<file path="src/mdms_defs.svh">
// mdms_defs.svh: offsets, field positions, reset values and counts of the
// management serial slave.
// assumes: included by bare name from the package, the manager model and the bench.
`ifndef MDMS_DEFS_SVH
`define MDMS_DEFS_SVH

// ---------------------------------------------------------------
// frame layout
// ---------------------------------------------------------------
`define MDMS_PRE_LEN      6'd32
`define MDMS_OP_RD        2'b10
`define MDMS_OP_WR        2'b01
`define MDMS_HDR_LAST     5'd11
`define MDMS_TA_LAST      5'd1
`define MDMS_DATA_LAST    5'd15
`define MDMS_SKIP_LAST    5'd17

// ---------------------------------------------------------------
// register map
// ---------------------------------------------------------------
`define MDMS_REG_STATUS   5'd1
`define MDMS_REG_EXTCTL   5'd16
`define MDMS_NPA_BIT      6
`define MDMS_OVR_BIT      15
`define MDMS_PHY_LSB      6
`define MDMS_PHY_MSB      10
`define MDMS_IMPL_MASK    32'h000f_01ff
`define MDMS_ALL_ONES     16'hffff
`define MDMS_REG_RST      16'h0000

`endif

</file>
<file path="src/mdms_pkg.sv">
// mdms_pkg.sv: types shared by the management serial slave files.
// assumes: mdms_defs.svh is on the include path.
package mdms_pkg;
    `include "mdms_defs.svh"

    // frame decoder states
    typedef enum logic [2:0] {
        ST_HUNT = 3'b000,
        ST_SFD  = 3'b001,
        ST_HDR  = 3'b010,
        ST_TA   = 3'b011,
        ST_DATA = 3'b100,
        ST_SKIP = 3'b101
    } mdms_state_t;

    // header fields in arrival order
    typedef struct packed {
        logic [1:0] op;
        logic [4:0] phy;
        logic [4:0] reg_addr;
    } mdms_hdr_t;

    // register file write request
    typedef struct packed {
        logic        en;
        logic [4:0]  addr;
        logic [15:0] data;
    } mdms_wr_t;
endpackage : mdms_pkg

</file>
<file path="src/mdms_slave.sv">
// mdms_slave.sv: device-side slave of the two-wire management link.
// assumes: mdc and mdio come from another domain; mdc well below mclk/4.
`timescale 1ns/100ps
module mdms_slave
    import mdms_pkg::*;
(
    // clock and reset
    input  wire logic       mclk,
    input  wire logic       rst_n,
    // strap, caught while reset is held
    input  wire logic [4:0] phy_addr_strap,
    // management link pins
    input  wire logic       mdc,
    input  wire logic       mdio_i,
    output logic            mdio_o,
    output logic            mdio_oe,
    // status
    output logic            no_preamble_accept,
    output logic [4:0]      phy_addr
);
    // ---------------------------------------------------------------
    // pin synchronisers and edge detection
    // ---------------------------------------------------------------
    logic mdc_s1_q, mdc_s2_q, mdc_s3_q;
    logic dio_s1_q, dio_s2_q;
    logic rise_ev, fall_ev;

    // no mode input touches the pins: they work whatever the mac mode
    always_ff @(posedge mclk)
    begin
        if (!rst_n)
        begin
            mdc_s1_q <= 1'b0;
            mdc_s2_q <= 1'b0;
            mdc_s3_q <= 1'b0;
            dio_s1_q <= 1'b1;
            dio_s2_q <= 1'b1;
        end
        else
        begin
            mdc_s1_q <= mdc;
            mdc_s2_q <= mdc_s1_q;
            mdc_s3_q <= mdc_s2_q;
            dio_s1_q <= mdio_i;
            dio_s2_q <= dio_s1_q;
        end
    end

    // both lines see the same delay, so data pairs with its own edge
    assign rise_ev = mdc_s2_q & ~mdc_s3_q;
    assign fall_ev = ~mdc_s2_q & mdc_s3_q;

    // ---------------------------------------------------------------
    // frame decoder state
    // ---------------------------------------------------------------
    mdms_state_t state_q;
    logic [5:0]  pre_cnt_q;
    logic [4:0]  cnt_q;
    mdms_hdr_t   hdr_q;
    mdms_hdr_t   hdr_nx;
    logic        hdr_ok;
    logic        is_rd_q;
    logic [15:0] sh_q;
    logic        bit_in;
    logic        override_q;
    logic        npa_q;
    logic [4:0]  phy_q;
    logic [15:0] rd_mem;
    logic [15:0] rd_word;
    logic        impl;
    logic        wr_fire;
    logic [15:0] wr_word;
    mdms_wr_t    wr;

    assign bit_in = dio_s2_q;
    assign hdr_nx = mdms_hdr_t'({hdr_q[10:0], bit_in});
    assign hdr_ok = (hdr_nx.op == `MDMS_OP_RD || hdr_nx.op == `MDMS_OP_WR)
                    && hdr_nx.phy == phy_q;
    // mask shifted down to the addressed bit, kept to that one bit on purpose
    assign impl   = 1'(`MDMS_IMPL_MASK >> hdr_q.reg_addr);

    // preamble: count consecutive ones, saturating; any zero restarts
    always_ff @(posedge mclk)
    begin
        if (!rst_n)
            pre_cnt_q <= 6'd0;
        else if (rise_ev)
        begin
            if (!bit_in || state_q != ST_HUNT)
                pre_cnt_q <= 6'd0;
            else if (pre_cnt_q != `MDMS_PRE_LEN)
                pre_cnt_q <= pre_cnt_q + 6'd1;
        end
    end

    // frame sequence, one step per rising mdc
    always_ff @(posedge mclk)
    begin
        if (!rst_n)
        begin
            state_q <= ST_HUNT;
            cnt_q   <= 5'd0;
            hdr_q   <= '0;
            is_rd_q <= 1'b0;
        end
        else if (rise_ev)
        begin
            case (state_q)
                ST_HUNT:
                    if (!bit_in && (npa_q || pre_cnt_q == `MDMS_PRE_LEN))
                        state_q <= ST_SFD;
                ST_SFD:
                begin
                    cnt_q   <= 5'd0;
                    state_q <= bit_in ? ST_HDR : ST_HUNT;
                end
                ST_HDR:
                begin
                    hdr_q <= hdr_nx;
                    cnt_q <= cnt_q + 5'd1;
                    if (cnt_q == `MDMS_HDR_LAST)
                    begin
                        cnt_q   <= 5'd0;
                        is_rd_q <= hdr_nx.op == `MDMS_OP_RD;
                        state_q <= hdr_ok ? ST_TA : ST_SKIP;
                    end
                end
                ST_TA:
                begin
                    // on a write the manager owns these two bits
                    cnt_q <= cnt_q + 5'd1;
                    if (cnt_q == `MDMS_TA_LAST)
                    begin
                        cnt_q   <= 5'd0;
                        state_q <= ST_DATA;
                    end
                end
                ST_DATA:
                begin
                    cnt_q <= cnt_q + 5'd1;
                    if (cnt_q == `MDMS_DATA_LAST)
                        state_q <= ST_HUNT;
                end
                ST_SKIP:
                begin
                    // sit out the rest so payload zeros never look like a start
                    cnt_q <= cnt_q + 5'd1;
                    if (cnt_q == `MDMS_SKIP_LAST)
                        state_q <= ST_HUNT;
                end
                default:
                    state_q <= ST_HUNT;
            endcase
        end
    end

    // ---------------------------------------------------------------
    // data shift register: loaded for reads, filled for writes
    // ---------------------------------------------------------------
    always_comb
    begin
        rd_word = impl ? rd_mem : `MDMS_ALL_ONES;
        if (impl && hdr_q.reg_addr == `MDMS_REG_STATUS)
            rd_word[`MDMS_NPA_BIT] = npa_q;
        if (impl && hdr_q.reg_addr == `MDMS_REG_EXTCTL)
        begin
            rd_word[`MDMS_OVR_BIT] = override_q;
            rd_word[`MDMS_PHY_MSB:`MDMS_PHY_LSB] = phy_q;
        end
    end

    always_ff @(posedge mclk)
    begin
        if (!rst_n)
            sh_q <= 16'h0000;
        else if (rise_ev && state_q == ST_TA && cnt_q == `MDMS_TA_LAST)
            sh_q <= rd_word;
        else if (rise_ev && state_q == ST_DATA && !is_rd_q)
            sh_q <= {sh_q[14:0], bit_in};
        else if (fall_ev && state_q == ST_DATA && is_rd_q)
            sh_q <= {sh_q[14:0], 1'b0};
    end

    // ---------------------------------------------------------------
    // pin drive: changes only on falling mdc, stable at next rise
    // ---------------------------------------------------------------
    always_ff @(posedge mclk)
    begin
        if (!rst_n)
        begin
            mdio_o  <= 1'b0;
            mdio_oe <= 1'b0;
        end
        else if (fall_ev)
        begin
            if (state_q == ST_TA && is_rd_q && cnt_q == `MDMS_TA_LAST)
            begin
                mdio_oe <= 1'b1;
                mdio_o  <= 1'b0;
            end
            else if (state_q == ST_DATA && is_rd_q)
            begin
                mdio_oe <= 1'b1;
                mdio_o  <= sh_q[15];
            end
            else
            begin
                mdio_oe <= 1'b0;
                mdio_o  <= 1'b0;
            end
        end
    end

    // ---------------------------------------------------------------
    // write commit and control bits
    // ---------------------------------------------------------------
    assign wr_fire = rise_ev && state_q == ST_DATA && !is_rd_q
                     && cnt_q == `MDMS_DATA_LAST && impl;
    assign wr_word = {sh_q[14:0], bit_in};
    assign wr      = '{en: wr_fire, addr: hdr_q.reg_addr, data: wr_word};

    // override arms the next write, and any accepted write consumes it
    always_ff @(posedge mclk)
    begin
        if (!rst_n)
            override_q <= 1'b0;
        else if (wr_fire)
            override_q <= hdr_q.reg_addr == `MDMS_REG_EXTCTL
                          && wr_word[`MDMS_OVR_BIT];
    end

    always_ff @(posedge mclk)
    begin
        if (!rst_n)
            npa_q <= 1'b0;
        else if (wr_fire && override_q && hdr_q.reg_addr == `MDMS_REG_STATUS)
            npa_q <= wr_word[`MDMS_NPA_BIT];
    end

    // strap sampled by the clock while reset is low
    always_ff @(posedge mclk)
    begin
        if (!rst_n)
            phy_q <= phy_addr_strap;
        else if (wr_fire && hdr_q.reg_addr == `MDMS_REG_EXTCTL)
            phy_q <= wr_word[`MDMS_PHY_MSB:`MDMS_PHY_LSB];
    end

    assign no_preamble_accept = npa_q;
    assign phy_addr           = phy_q;

    mdms_regfile u_regs (
        .mclk      (mclk),
        .rst_n     (rst_n),
        .wr        (wr),
        .rd_addr   (hdr_q.reg_addr),
        .rd_data_q (rd_mem)
    );
endmodule : mdms_slave

</file>
<file path="src/mdms_regfile.sv">
// mdms_regfile.sv: 32 x 16 management register storage, registered read.
// assumes: single clock mclk, synchronous active-low reset.
`timescale 1ns/100ps
module mdms_regfile
    import mdms_pkg::*;
(
    // clock and reset
    input  wire logic        mclk,
    input  wire logic        rst_n,
    // write port
    input  wire mdms_wr_t    wr,
    // read port
    input  wire logic [4:0]  rd_addr,
    output logic      [15:0] rd_data_q
);
    logic [15:0] mem_q [32];

    // ---------------------------------------------------------------
    // storage, one entry per generate step
    // ---------------------------------------------------------------
    genvar gi;
    generate
        for (gi = 0; gi < 32; gi++)
        begin : g_ent
            always_ff @(posedge mclk)
            begin
                if (!rst_n)
                    mem_q[gi] <= `MDMS_REG_RST;
                else if (wr.en && wr.addr == 5'(gi))
                    mem_q[gi] <= wr.data;
            end
        end
    endgenerate

    // read data registered: one cycle latency, plenty inside a bit time
    always_ff @(posedge mclk)
    begin
        if (!rst_n)
            rd_data_q <= `MDMS_REG_RST;
        else
            rd_data_q <= mem_q[rd_addr];
    end
endmodule : mdms_regfile

</file>
<file path="config.mk">
export PLATFORM = sky130hd
export DESIGN_NAME = mdms_slave
export DESIGN_NICKNAME = d
export VERILOG_FILES = /design/src/mdms_pkg.sv /design/src/mdms_slave.sv /design/src/mdms_regfile.sv
export VERILOG_INCLUDE_DIRS = /design/src
export SDC_FILE = /design/constraint.sdc
export NUM_CORES = 1
export LEC_CHECK = 0
export BUFFER_PORTS_ARGS = -buffer_cell sky130_fd_sc_hd__clkbuf_2
export CAP_MARGIN = 20
export CORE_ASPECT_RATIO = 1.5
export CORE_MARGIN = 5
export CORE_UTILIZATION = 40
export DETAILED_ROUTE_END_ITERATION = 8
export SYNTH_ARGS = -nofsm -noshare
export SYNTH_HDL_FRONTEND = slang
export SYNTH_SLANG_ARGS = --single-unit
</file>
<file path="constraint.sdc">
create_clock -name mclk -period 5.1 [get_ports mclk]
set_input_delay 0.765 -clock mclk [delete_from_list [all_inputs] [get_ports mclk]]
set_output_delay 0.765 -clock mclk [all_outputs]
set_load 0.02 [all_outputs]
</file>
==> impl_metrics.prom <==
# TYPE chip_impl_metric gauge
chip_impl_info{name="timing.critical_path.slowest_stage_cell",value="dfxtp_4"} 1
chip_impl_metric{name="diodes",unit=""} 0
chip_impl_metric{name="slew_viols_final",unit=""} 0
chip_impl_metric{name="clkSlewWorstSetupHoldPaths",unit="ps"} 70
chip_impl_metric{name="floorplan.core_area",unit="mm2"} 0.06015
chip_impl_metric{name="postSynthCellCount",unit=""} 1509
chip_impl_metric{name="nets",unit=""} 1823
chip_impl_metric{name="post-place-ws",unit="ps"} 1337
chip_impl_metric{name="start_util",unit=""} 0.4034
chip_impl_metric{name="synth_enable_flop_cells",unit=""} 517
chip_impl_info{name="cp_cell_sequence",value="buf_4 > nand2b_1 > buf_8 > o221ai_1 > a211oi_1 > a211oi_1"} 1
chip_impl_metric{name="num_vias",unit=""} 13450
chip_impl_metric{name="report.final.setup_viol",unit=""} 0
chip_impl_metric{name="sum_of_routed_wire_length_over_all_layers",unit="um"} 58110
chip_impl_info{name="tritoncts",value="built"} 1
chip_impl_metric{name="area.sequential",unit="mm2"} 0.01687
chip_impl_metric{name="final.setup.worst_slack",unit="ps"} 1608
chip_impl_metric{name="cts.repair.resized",unit=""} 0
chip_impl_metric{name="grt_pass1_wl",unit="um"} 88130
chip_impl_metric{name="setup_total_neg_slack",unit="ps"} 0
chip_impl_metric{name="yosys_warnings",unit=""} 0
chip_impl_metric{name="critical_path_fanouts_max",unit=""} 42
chip_impl_info{name="synth.top_cells.by_area",value="edfxtp_1, mux4_2, dfxtp_1, and2_1, mux2i_1"} 1
chip_impl_metric{name="post-cts-setup-buffer-count",unit=""} 0
chip_impl_metric{name="postSynth.asyncResetShare",unit=""} 0
chip_impl_metric{name="number_of_global_route_vias_before_repair",unit=""} 13830
chip_impl_metric{name="fmax",unit="MHz"} 286.3
chip_impl_metric{name="post_drt_via_cell_ratio",unit=""} 5.107
chip_impl_metric{name="hpwl",unit="um"} 38750
chip_impl_metric{name="antenna_found_initial",unit=""} 0
chip_impl_info{name="cts-root-buf",value="clkbuf_16"} 1
chip_impl_metric{name="ir_worst_vdd",unit="mV"} 0.2477
chip_impl_info{name="rsz0062_at_grt",value="false"} 1
chip_impl_metric{name="final.fill_count",unit=""} 5131
chip_impl_metric{name="worst-endpoint-required",unit="ps"} 5520
chip_impl_metric{name="final_power",unit="mW"} 9.785
chip_impl_metric{name="ys_ff_latch",unit=""} 584
chip_impl_info{name="crit_path_start_kind",value="register"} 1
chip_impl_metric{name="die_outline_width",unit="um"} 211.1
chip_impl_metric{name="max_slew_margin",unit=""} 0.2564
chip_impl_metric{name="gp_routability_congestion",unit=""} 0.8519
chip_impl_info{name="timing.critical_path.mode_cell",value="a211oi_1"} 1
chip_impl_metric{name="pin_count",unit=""} 17
chip_impl_metric{name="min_period_over_period",unit=""} 0.6848
chip_impl_metric{name="max_slew.worst_pin.slew",unit="ps"} 1108
chip_impl_metric{name="firstDrtPassIters",unit=""} 6
chip_impl_info{name="path_class",value="register to register"} 1
chip_impl_metric{name="finalClockSkew",unit="ps"} 25.60
chip_impl_metric{name="route.antenna.remaining_nets",unit=""} 0
chip_impl_metric{name="routed_wire_length_per_instance",unit="um"} 22.07
chip_impl_metric{name="syn_area",unit="mm2"} 0.02426
chip_impl_info{name="hold_path_class",value="input pin to register"} 1
chip_impl_metric{name="clock_tree.buffer_depth",unit=""} 3
chip_impl_metric{name="htree_levels",unit=""} 2
chip_impl_metric{name="maximum_number_of_pins_on_one_net_before_global_route_repair",unit=""} 103
chip_impl_info{name="synth_most_common_cell",value="edfxtp_1"} 1
chip_impl_metric{name="cpPeakStageDelay",unit="ps"} 820
chip_impl_metric{name="layout_min_cycle_time",unit="ps"} 3492
chip_impl_metric{name="grt_util_all_layers",unit=""} 0.1768
chip_impl_metric{name="drive_gt1_frac",unit=""} 0.1395
chip_impl_metric{name="final_hold_viol_count",unit=""} 0
chip_impl_metric{name="global_route_total_overflow",unit=""} 0
chip_impl_metric{name="vertical_extent_of_the_die",unit="um"} 311.6
chip_impl_metric{name="drt_iter0_drc",unit=""} 1068
chip_impl_info{name="status",value="completed"} 1
chip_impl_metric{name="placement.io_buffers",unit=""} 16
chip_impl_metric{name="flow.area_growth_from_synthesis",unit="%"} 15.69
chip_impl_metric{name="insertion_delay",unit="ps"} 610
chip_impl_info{name="worst_setup_path_end_kind",value="register"} 1
chip_impl_metric{name="post_layout_nonfiller_instances",unit=""} 2633
chip_impl_info{name="ys_dominant_reg_cell",value="edfxtp_1"} 1
chip_impl_metric{name="numPlacedInstances",unit=""} 2534
chip_impl_metric{name="maxCapViolCount",unit=""} 0
chip_impl_metric{name="std_cell_rows",unit=""} 110
chip_impl_metric{name="drc",unit=""} 0
chip_impl_metric{name="die-area",unit="mm2"} 0.06578
chip_impl_metric{name="sequential_share_of_the_synthesized_area",unit=""} 0.6952
chip_impl_metric{name="static-leakage-power",unit="nW"} 9.828
chip_impl_metric{name="synth.avg_cell_area",unit="um2"} 16.08
chip_impl_metric{name="p_per_area",unit="mW/mm2"} 348.6
chip_impl_metric{name="netlist-cell-type-count",unit=""} 64
chip_impl_metric{name="netlist.area_leader.share",unit=""} 0.6399
chip_impl_metric{name="postCtsHoldBufs",unit=""} 0
chip_impl_metric{name="multi_input_comb_area",unit="mm2"} 0.008033
chip_impl_metric{name="timing.critical_path.arrival",unit="ps"} 3910
chip_impl_info{name="synth_common_cells",value="edfxtp_1, and2_1, mux4_2"} 1
chip_impl_metric{name="cts_bufs_inserted",unit=""} 52
chip_impl_info{name="biggest_area_consumer_among_synthesized_cells",value="edfxtp_1"} 1
chip_impl_metric{name="cts.sinks",unit=""} 584
==> sequential cells by signal, summed over array words and instances, names as in the netlist, 3 cells and up <==
signal            flops
phy_addr              5
state_q               3
cnt_q                 5
pre_cnt_q             6
sh_q                 16
u_regs.rd_data_q     16
hdr_nx               11
u_regs.mem_q        512
==> stage by stage <==
step                utilization  cell area, um2  hold slack (ps)
floorplan                     -           25400            386.3
global placement         0.4381           26350            399.3
detailed placement       0.4382           26360            418.1
CTS                      0.4664           28050            326.3
global route             0.4667           28070            363.8
finish                   0.4667           28070            348.8
==> per-layer routing <==
layer  track usage  share of wire  wire length, um  vias to the layer above
met5             0              0                0                        -
met4       0.07283          0.044             2533                        0
met3       0.02305          0.041             2405                      109
met2        0.3194           0.53            31070                      337
met1        0.2114           0.38            22110                     6848
li1              -              -                -                     6153
==> cells by family after synthesis <==
group                    Yosys count  synth area share
flip-flops                       584            0.6952
AO/OA/AOI/OAI                    189           0.05662
multiplexers                     171            0.1201
buffers and inverters            144           0.02573
AND/OR/NAND/NOR                  402           0.09437
adder cells (fa/ha/maj)            9          0.004641
XOR/XNOR                           9          0.003249
other                              1         0.0001546
==> critical path: cells and delay by family, from the launching register on <==
family | cells | cell delay (ps)
and+or+nand+nor | 1 | 530
buffers and inverters | 2 | 800
AOI/OAI and AO/OA | 3 | 1050
DFF | 1 | 820
==> area by class of cell <==
type | instances | area share
multi-input combinational | 1084 | 0.2862
clock inverter | 29 | 0.009540
tap | 784 | 0.03495
sequential | 584 | 0.6012
inverter | 35 | 0.004681
clock buffer | 69 | 0.05086
timing repair buffer | 48 | 0.01257
==> layout by cell type (no fill, tap or decap), drive strengths merged, types with 6 or more instances in the layout <==
cell,instances
edfxtp,517
nand2,49
a22oi,16
o31ai,10
o21ai,22
ha,9
nand3,13
clkinv,23
nor2b,6
mux2i,75
a22o,16
mux4,96
a21oi,18
inv,36
nand4,7
o221ai,16
and2,183
buf,32
nor2,64
xnor2,6
nand2b,8
a211oi,45
dfxtp,67
nor4,27
clkbuf,85
o22ai,13
a31oi,6
nor3,23
conb,304
==> power breakdown <==
part	switching (mW)	total (mW)	internal [mW]
sequential	0.0721	5.55	5.48
clock	1.75	3.94	2.18
combinational	0.202	0.295	0.0935
total	2.03	9.79	7.76
==> final timing paths <==
check | slack (ps) | start | depth (start not counted) | endpoint
hold reg to reg | 450 | dio_s1_q | 1 | bit_in
hold / removal | 350 | mdio_i | 2 | dio_s1_q
setup / recovery | 1610 | hdr_nx[1] | 6 | u_regs.rd_data_q[14]
setup reg to reg | 1610 | hdr_nx[1] | 6 | u_regs.rd_data_q[14]
(Power assumes the default switching activity.)
